==> config.mk <==
export PLATFORM = sky130hd
export DESIGN_NAME = dac_host
export DESIGN_NICKNAME = d
export VERILOG_FILES = /design/src/pkg/dac_host_pkg.sv /design/src/rtl/pulse_timer.sv /design/src/rtl/dac_host.sv
export SDC_FILE = /design/constraint.sdc
export NUM_CORES = 1
export LEC_CHECK = 0
export ABC_AREA = 1
export BUFFER_PORTS_ARGS = -buffer_cell sky130_fd_sc_hd__clkbuf_2
export CORE_ASPECT_RATIO = 0.6
export CORE_MARGIN = 2
export CORE_UTILIZATION = 39
export CTS_CLUSTER_SIZE = 25
export DETAILED_ROUTE_END_ITERATION = 8
export GPL_ROUTABILITY_DRIVEN = 0
export PLACE_DENSITY = 0.73
export SLEW_MARGIN = 20
export SYNTH_ARGS = -nofsm -noshare
export SYNTH_HDL_FRONTEND = slang
export SYNTH_SLANG_ARGS = --single-unit
==> constraint.sdc <==
create_clock -name clk -period 1.3 [get_ports clk]
set_input_delay 0.13 -clock clk [delete_from_list [all_inputs] [get_ports clk]]
set_output_delay 0.13 -clock clk [all_outputs]
set_load 0.05 [all_outputs]
==> src/pkg/dac_host_pkg.sv <==
/*
  Constants for the host controller of a dual sign/magnitude microstep DAC.
  Assumes a 50 MHz system clock and an APB slave with 32-bit data.
*/
package dac_host_pkg;
  // APB register offsets (byte addresses)
  localparam logic [7:0] OFF_CMD    = 8'h00;
  localparam logic [7:0] OFF_STATUS = 8'h04;
  localparam logic [7:0] OFF_RESET  = 8'h08;
  // Command register fields
  localparam int CMD_DATA_LSB  = 0;
  localparam int CMD_CHAN_BIT  = 8;
  localparam int CMD_THR_BIT   = 9;
  // Status bits
  localparam int ST_BUSY_BIT   = 0;
  // Data word layout on the device port
  localparam int SIGN_BIT      = 7;
  localparam int THR_LSB       = 4;
  // Device pin timing, ns
  localparam int CLK_NS        = 20;
  localparam int T_SETUP_NS    = 70;  // Largest of address, data, select setup
  localparam int T_WR_NS       = 50;
  localparam int T_RESET_NS    = 80;
  localparam int T_PROP_NS     = 100;
  // Least times round up
  localparam int SETUP_CYC = (T_SETUP_NS + CLK_NS - 1) / CLK_NS;
  localparam int WR_CYC    = (T_WR_NS + CLK_NS - 1) / CLK_NS;
  localparam int RESET_CYC = (T_RESET_NS + CLK_NS - 1) / CLK_NS;
  localparam int PROP_CYC  = (T_PROP_NS + CLK_NS - 1) / CLK_NS;
  localparam int CNT_W     = 4;
endpackage

==> src/rtl/pulse_timer.sv <==
/*
  Down counter that reports when a loaded cycle count has elapsed.
  Assumes the caller loads it once per phase and watches done.
*/
`timescale 1ns/1ps
`default_nettype none
module pulse_timer #(
  parameter int W = 4
) (
  input  wire logic         clk,
  input  wire logic         rstn,
  input  wire logic         load,
  input  wire logic [W-1:0] count,
  output logic              done
);
  logic [W-1:0] remain;

  // Load wins over counting so a new phase restarts cleanly
  always_ff @(posedge clk or negedge rstn) begin
    if (!rstn) begin
      remain <= '0;
    end else if (load) begin
      remain <= count;
    end else if (remain != '0) begin
      remain <= remain - 1'b1;
    end
  end

  // Done reads the count only; the caller builds load from done, so no loop
  assign done = (remain == '0);
endmodule
`default_nettype wire

==> src/rtl/dac_host.sv <==
/*
  Host controller that drives the write-only parallel port of a dual 7-bit
  sign/magnitude microstep DAC from an APB register interface.
  Assumes one 50 MHz clock; device pins are plain outputs of this block.
*/
// Chosen here: the APB slave port and the address map.
// Function
// - Data, address and select held stable across the write strobe rising edge.
// - Chip select low only during a transfer; high otherwise.
// - Channel select low for channel one, high for channel two.
// - Threshold select low for magnitude/sign, high for decay threshold.
`timescale 1ns/1ps
`default_nettype none
module dac_host (
  input  wire logic        clk,
  input  wire logic        rstn,
  input  wire logic        psel,
  input  wire logic        penable,
  input  wire logic        pwrite,
  input  wire logic [7:0]  paddr,
  input  wire logic [31:0] pwdata,
  output logic      [31:0] prdata,
  output logic             pready,
  output logic             pslverr,
  output logic      [7:0]  dac_data,
  output logic             channel_select,
  output logic             threshold_select,
  output logic             chip_select_n,
  output logic             write_n,
  output logic             dac_reset
);
  // Write path and reset path share the idle state and the timer
  typedef enum logic [2:0] {IDLE, SETUP, STROBE, HOLD, RESET_HI, RESET_REC} state_e;
  state_e state;

  logic       start_write;
  logic       start_reset;
  logic       busy;
  logic       tmr_load;
  logic [dac_host_pkg::CNT_W-1:0] tmr_count;
  logic       tmr_done;

  // Pin minimums rounded up to whole cycles, so every minimum holds with margin
  localparam logic [dac_host_pkg::CNT_W-1:0] SETUP_N = dac_host_pkg::CNT_W'(dac_host_pkg::SETUP_CYC);
  localparam logic [dac_host_pkg::CNT_W-1:0] WR_N    = dac_host_pkg::CNT_W'(dac_host_pkg::WR_CYC);
  localparam logic [dac_host_pkg::CNT_W-1:0] RESET_N = dac_host_pkg::CNT_W'(dac_host_pkg::RESET_CYC);
  localparam logic [dac_host_pkg::CNT_W-1:0] PROP_N  = dac_host_pkg::CNT_W'(dac_host_pkg::PROP_CYC);

  // Access phase decode; busy refuses new commands, flagged by pslverr
  function automatic logic hit(input logic [7:0] a, input logic [7:0] off);
    return psel && penable && pwrite && (a == off);
  endfunction

  assign busy        = (state != IDLE);
  // Act only on the access edge whose answer carried no error, so a command
  // flagged busy in its setup cycle can never start one cycle later
  assign start_write = hit(paddr, dac_host_pkg::OFF_CMD) && pready && !pslverr && !busy;
  assign start_reset = hit(paddr, dac_host_pkg::OFF_RESET) && pready && !pslverr && !busy;

  // One shared timer; phases never overlap, so a second copy buys nothing
  pulse_timer #(.W(dac_host_pkg::CNT_W)) u_timer (
    .clk   (clk),
    .rstn  (rstn),
    .load  (tmr_load),
    .count (tmr_count),
    .done  (tmr_done)
  );

  // Timer is reloaded on every phase entry
  always_comb begin
    tmr_load  = 1'b0;
    tmr_count = '0;
    unique case (state)
      IDLE: begin
        if (start_write) begin
          tmr_load  = 1'b1;
          tmr_count = SETUP_N;
        end else if (start_reset) begin
          tmr_load  = 1'b1;
          tmr_count = RESET_N;
        end
      end
      SETUP: begin
        if (tmr_done) begin
          tmr_load  = 1'b1;
          tmr_count = WR_N;
        end
      end
      STROBE: begin
        if (tmr_done) begin
          tmr_load  = 1'b1;
          tmr_count = PROP_N;
        end
      end
      RESET_HI: begin
        if (tmr_done) begin
          tmr_load  = 1'b1;
          tmr_count = PROP_N;
        end
      end
      // Final phases only count down to idle
      HOLD, RESET_REC: begin
        tmr_load  = 1'b0;
        tmr_count = '0;
      end
    endcase
  end

  // Sequencer: setup, strobe low, release, recover
  always_ff @(posedge clk or negedge rstn) begin
    if (!rstn) begin
      state <= IDLE;
    end else begin
      unique case (state)
        IDLE: begin
          if (start_write) begin
            state <= SETUP;
          end else if (start_reset) begin
            state <= RESET_HI;
          end
        end
        SETUP: begin
          if (tmr_done) begin
            state <= STROBE;
          end
        end
        STROBE: begin
          if (tmr_done) begin
            state <= HOLD; // Single rising edge per command
          end
        end
        // Output delay runs out before a new command may start
        HOLD: begin
          if (tmr_done) begin
            state <= IDLE;
          end
        end
        RESET_HI: begin
          if (tmr_done) begin
            state <= RESET_REC;
          end
        end
        RESET_REC: begin
          if (tmr_done) begin
            state <= IDLE;
          end
        end
      endcase
    end
  end

  // Address and data latched at command, stable through the whole cycle
  always_ff @(posedge clk or negedge rstn) begin
    if (!rstn) begin
      dac_data         <= '0;
      channel_select   <= 1'b0;
      threshold_select <= 1'b0;
    end else if (start_write) begin
      dac_data         <= pwdata[dac_host_pkg::CMD_DATA_LSB +: 8];
      channel_select   <= pwdata[dac_host_pkg::CMD_CHAN_BIT];
      threshold_select <= pwdata[dac_host_pkg::CMD_THR_BIT];
    end
  end

  // Select covers setup, strobe and hold; strobe only inside select
  // Select lifts one edge after the strobe rise, a cycle of hold for the device
  always_ff @(posedge clk or negedge rstn) begin
    if (!rstn) begin
      chip_select_n <= 1'b1;
      write_n       <= 1'b1;
    end else begin
      chip_select_n <= !((state == IDLE && start_write) || state == SETUP || state == STROBE);
      write_n       <= !((state == SETUP && tmr_done) || (state == STROBE && !tmr_done));
    end
  end

  // Device reset pulse, held high at least its minimum width
  // Recovery phase keeps the next write clear of the device's reset delay
  always_ff @(posedge clk or negedge rstn) begin
    if (!rstn) begin
      dac_reset <= 1'b0;
    end else begin
      dac_reset <= (state == IDLE && start_reset) || (state == RESET_HI && !tmr_done);
    end
  end

  // APB answers in the first access cycle; reads show busy
  // Refusal is judged in the setup cycle and reused at the access edge
  // Status is the only readable word; other reads return zero
  always_ff @(posedge clk or negedge rstn) begin
    if (!rstn) begin
      pready  <= 1'b0;
      pslverr <= 1'b0;
      prdata  <= '0;
    end else begin
      pready  <= psel && !penable;
      pslverr <= 1'b0;
      prdata  <= '0;
      if (psel && !penable) begin
        if (!pwrite && paddr == dac_host_pkg::OFF_STATUS) begin
          prdata[dac_host_pkg::ST_BUSY_BIT] <= busy;
        end
        if (pwrite && busy && (paddr == dac_host_pkg::OFF_CMD || paddr == dac_host_pkg::OFF_RESET)) begin
          pslverr <= 1'b1;
        end
        if (paddr != dac_host_pkg::OFF_CMD && paddr != dac_host_pkg::OFF_STATUS
            && paddr != dac_host_pkg::OFF_RESET) begin
          pslverr <= 1'b1;
        end
      end
    end
  end
endmodule
`default_nettype wire

## After elaboration in Yosys (flattened, before gate mapping)

Cells that the tools add are included.

- Mux-type cells: 23
- Equality and inequality tests: 14
- Add/sub/neg operators: 1
- Reductions and logical operators: 44

Operators with widths:

| operator | number |
|---|---|
| 2-to-1 mux 3 bit | 9 |
| logical AND 1 bit | 21 |
| one-hot mux 4 bit (4 select lines) | 1 |
| one-hot mux 3 bit (5 select lines) | 1 |
| equality test 8 x 3 -> 1 bit, second input constant | 1 |
| equality test 8 x 4 -> 1 bit, second input constant | 1 |
| logical NOT 8 bit | 1 |
| 2-to-1 mux 1 bit | 8 |
| 2-to-1 mux 4 bit | 2 |
| != test 8 x 3 -> 1 bit, second input constant | 1 |
| != test 8 x 4 -> 1 bit, second input constant | 1 |
| nonzero test 8 bit | 1 |
| logical NOT 1 bit | 7 |
| equality test 3 x 2 -> 1 bit, second input constant | 2 |
| equality test 3 bit, second input constant | 2 |
| != test 2 bit, second input constant | 3 |
| logical OR 1 bit | 5 |
| AND reduction 5 bit | 1 |
| logical NOT 4 bit | 1 |
| nonzero test 4 bit | 1 |
| OR reduction 2 bit | 2 |
| subtractor 4 x 1 -> 4 bit, second input constant | 1 |
| equality test 3 x 1 -> 1 bit, second input constant | 1 |
| logical NOT 3 bit | 1 |
| other kinds (7) | 7 |

- Output and inout port bits: 47
- Input bits: 45
- Flip-flop bits (word level): 23

## Depth between registers and ports, before layout

- Word-level depth: 10
- Gate-level depth with buffers: 10

## Modules after synthesis

A second synthesis with hierarchy kept.

- Cell total of the unflattened synthesis: 193
- Area total of the unflattened synthesis: 1461.4 um^2

Modules (own cells, without submodules):

| module | seq. area each (um^2) | cells each | area an instance (um^2) | times used |
|---|---|---|---|---|
| dac_host | 478.0 | 159 | 1218.7 | 1 |
| pulse_timer | 100.1 | 34 | 242.7 | 1 |

## Worst setup path before layout

OpenSTA, ideal clock, no wires.

- Kind: register to register
- From: register pready
- To: register channel_select
- Cell stages (with the launch flop): 9
- Path buffers: 1
- Arrival time: 1349 ps
- Required time: 1181 ps
- Clock period less this slack: 1469 ps
- Slack: -169 ps
- Cell sequence: dfrtp_1 nand2_1 inv_1 nand2_1 nor2_4 nand2_2 buf_6 nand2_1 nand2_1

- Cells in the longest elaborated chain, start to end: 3

RTL lines:

| what | line | source |
|---|---|---|
| start: declaration | dac_host.sv:23 | `output logic pready,` |
| start signal: assignment | dac_host.sv:196 | `pready <= psel && !penable;` |
| logical AND 1 bit (3 in a row) | dac_host.sv:57 | `assign start_write = hit(paddr, dac_host_pkg::OFF_CMD) && pready && !pslverr && !busy;` |
| end signal: assignment | dac_host.sv:160 | `channel_select <= pwdata[dac_host_pkg::CMD_CHAN_BIT];` |
| end: declaration | dac_host.sv:26 | `output logic channel_select,` |

No other way between the ends.
A chain may end at the register's enable or synchronous reset.

## Worst setup path in the final report

- From: register state[1]
- To: register dac_data[0]

- Cells in the longest elaborated chain, start to end: 3

RTL lines:

| what | line | source |
|---|---|---|
| start: declaration | dac_host.sv:34 | `state_e state;` |
| start signal: assignment | dac_host.sv:112 | `state <= IDLE;` |
| start signal: assignment | dac_host.sv:117 | `state <= SETUP;` |
| start signal: assignment | dac_host.sv:119 | `state <= RESET_HI;` |
| nonzero test 3 bit | dac_host.sv:54 | `assign busy = (state != IDLE);` |
| logical NOT 1 bit | dac_host.sv:57 |  |
| logical AND 1 bit | dac_host.sv:57 |  |
| end signal: assignment | dac_host.sv:159 | `dac_data <= pwdata[dac_host_pkg::CMD_DATA_LSB +: 8];` |
| end: declaration | dac_host.sv:25 | `output logic [7:0] dac_data,` |

No other way between the ends.

==> results.yml <==
clock_tree:
  clk_latency_ns: 0.26
  tritoncts: "built"
  cts_max_level: 1
  clockBufferDepth: 2
  cts_root_buf: "clkbuf_8"
  clk_pin_slew_ns: 0.08
  numCtsBuffers: 3
  cts.sinks: 23
global_routing:
  grt_max_degree: 24
  grt_pass1_wl_um: 4830
  grt_pass1_vias: 1091
  antenna_found_initial: 0
  grt_overflow: 0
  grt_use_total_pct: 13.94
logic_synthesis:
  synth_flop_cell: "dfrtp_1"
  syn_inst: 194
  yosysWarnings: 0
  yosysSeqAreaShare_pct: 38.40
  synth_cell_type_count: 28
  synth_edf_count: 0
  synth_seq_cells: 23
  async_flop_share_pct: 100.0
  syn_area_per_cell_um2: 7.759
  synth_area_mm2: 0.001505
finish:
  area_growth_pct: 23.77
  num_antenna_cells: 0
  drive_gt1_share_pct: 40.08
  final_cells: 294
  fin_nets: 294
place:
  dpl.hpwl_um: 2319
  pre_cts_slack_ns: 0.001443
  port_buffers: 38
  dpl.cell_count: 287
sta:
  whs_ns: 0.08736
  rsz0062_at_grt: "true"
  timing_hold_violations_final: 0
  setup_viol_count_final: 0
  layout_worst_path_cycle_share_pct: 99.78
  clock.fmax_mhz: 770.9
  max_slew.worst_pin.slew_ns: 0.5874
  finalCriticalPeriod_ns: 1.297
  final-max-slew-violation-count: 0
  max_slew_margin_pct: 60.84
  fin_ws_ns: 0.002855
  finClkSkew_ns: 0.003759
pwr:
  share_comb_of_total_power_pct: 41.1
  p_sw_share_pct: 38.95
  power_leakage_nw: 1.105
  seqPwrFrac_pct: 38.6
  p_int_mw: 1.335
  power_mw: 2.186
  power_switching_uw: 851.5
  p_clk_share_pct: 20.2
  p_per_area_mw_per_mm2: 1174
  peakVddDrop_mv: 0.6368
routing:
  drc_errors: 0
  ant_nets: 0
  dr.first_iter.drc_count: 44
  drtPass1Iterations: 4
  wl_um: 3023
  post_drt_wl_per_cell_um: 10.28
  viasPerCell: 4.306
  vias: 1266
floorplanning:
  die_width_um: 84.20
  rows: 17
  start_util_pct: 40.90
  coreArea_mm2: 0.003680
  die_h_um: 52.12
  dieArea_mm2: 0.004389
  pin_count: 92
worst_setup_path:
  cp.required_ns: 1.46
  rrSetupSlack_ns: 0.003
  worstPathMaxFanout: 7
  cp-end-kind: "flip-flop"
  crit_arrival_ns: 1.45
  critPathKind: "reg2reg"
  worst_setup_path_start_kind: "flip-flop"
worst_hold_path:
  holdCritPathClass: "in2reg"
flow_run:
  cap_violations: 0
outcome:
  status: "finished, final reports clean"
==> path summary, 6_finish.rpt <==
check | cells after the start | startpoint | to
max in group asynchronous | 2 | rstn | state[1]
setup reg to reg | 7 | state[1] | dac_data[0]
setup / recovery | 7 | state[1] | dac_data[0]
min in group asynchronous | 2 | rstn | u_timer.remain[3]
hold reg to reg | 2 | threshold_select | threshold_select
hold / removal | 2 | pwrite | prdata[0]
==> registers in the layout, summed over array words and instances (netlist names) <==
register	flops
prdata	1
dac_data	8
chip_select_n	1
dac_reset	1
pslverr	1
state	3
threshold_select	1
u_timer.remain	4
pready	1
channel_select	1
write_n	1
==> metrics by stage <==
stage | setup TNS, ns | area (µm²) | utilization [%]
6_report | 0 | 1863 | 50.63
5_1_grt | -0.8022 | 1863 | 50.63
4_1_cts | 0 | 1779 | 48.35
3_5_place_dp | 0 | 1720 | 46.75
3_3_place_gp | 0 | 1720 | 46.75
2_1_floorplan | -0.06844 | 1625 | -
==> cell usage after synthesis, types with 2 or more instances <==
| library cell | instances | area, µm² |
|---|---|---|
| nand2_1 | 55 | 206.5 |
| buf_4 | 32 | 240.2 |
| dfrtp_1 | 21 | 525.5 |
| nand3_1 | 20 | 100.1 |
| inv_1 | 15 | 56.30 |
| nor2_1 | 10 | 37.54 |
| inv_2 | 7 | 26.28 |
| nand2_4 | 4 | 45.04 |
| nand2_2 | 3 | 18.77 |
| nand4_1 | 3 | 18.77 |
| a21oi_1 | 2 | 10.01 |
| dfstp_2 | 2 | 52.55 |
| nor2_2 | 2 | 12.51 |
| nor2_4 | 2 | 22.52 |
| o211ai_1 | 2 | 15.01 |
| xnor2_1 | 2 | 17.52 |
==> worst max-delay path: stages (launching register included) <==
cell and delay, ns:
dfrtp_2 0.45, nor2_4 0.13, nand2_4 0.10, nor2_4 0.16
nand2_4 0.09, buf_12 0.16, nand2_4 0.05, nand2_2 0.05
==> placed cells by master, fill, tap and decap left out, types with 3 or more instances in the layout <==
master / synthesis / layout
dfrtp_1: 21 / 18
nor2_2: 2 / 3
nand2_1: 55 / 43
inv_2: 7 / 8
nor2_1: 10 / 9
nand3_1: 20 / 20
buf_4: 32 / 12
nand4_1: 3 / 3
clkbuf_8: 0 / 3
nand2_2: 3 / 10
conb_1: 1 / 31
dfrtp_2: 0 / 3
clkbuf_2: 0 / 38
inv_1: 15 / 13
nand2_4: 4 / 9
==> power by group through the flow <==
stage,combinational [mW],sequential (mW),clock [mW]
2_1_floorplan,0.699,0.875,0
3_3_place_gp,0.851,0.857,0
3_5_place_dp,0.876,0.858,0
4_1_cts,0.885,0.846,0.467
5_1_grt,0.999,0.853,0.495
6_report,0.899,0.845,0.443
==> cell families (layout without fill, tap and decap cells) <==
kind of cell             after synthesis  after routing  synth area share, %
adder cells (fa/ha/maj)                1              1               0.8311
other                                  1             31               0.2491
flip-flops                            23             23                38.40
buffers and inverters                 56             79                22.53
AO/OA/AOI/OAI                          7              7                2.992
XOR/XNOR                               2              2                1.164
AND/OR/NAND/NOR                      104            104                33.83
==> repair_timing <==
item | in CTS | in global routing
hold buffers | 1 | 0
pin swaps | 0 | 2
endpoints found under the hold margin | 21 | 0
gates resized for setup | 1 | 22
setup endpoints to repair | 3 | 16
buffers inserted | 0 | 2
==> area by class of cell <==
class                      instances  area (µm²)
fill                             360        1817
inverter                          22       87.58
sequential                        23       581.8
tap                               47       58.81
clock buffer                       3       41.29
timing repair buffer              53       321.6
clock inverter                     1       5.005
multi-input combinational        145       767.0
==> per-layer routing <==
layer	vias up	share of wire (%)	wire length, µm	global-route usage, %
met4	0	0	0	0.8065
met3	0	6.1	185	4.762
met2	33	45	1366	22.49
li1	652	-	-	-
met5	-	0	0	0
met1	581	49	1471	19.10
Power figures use the tool's default switching activity.
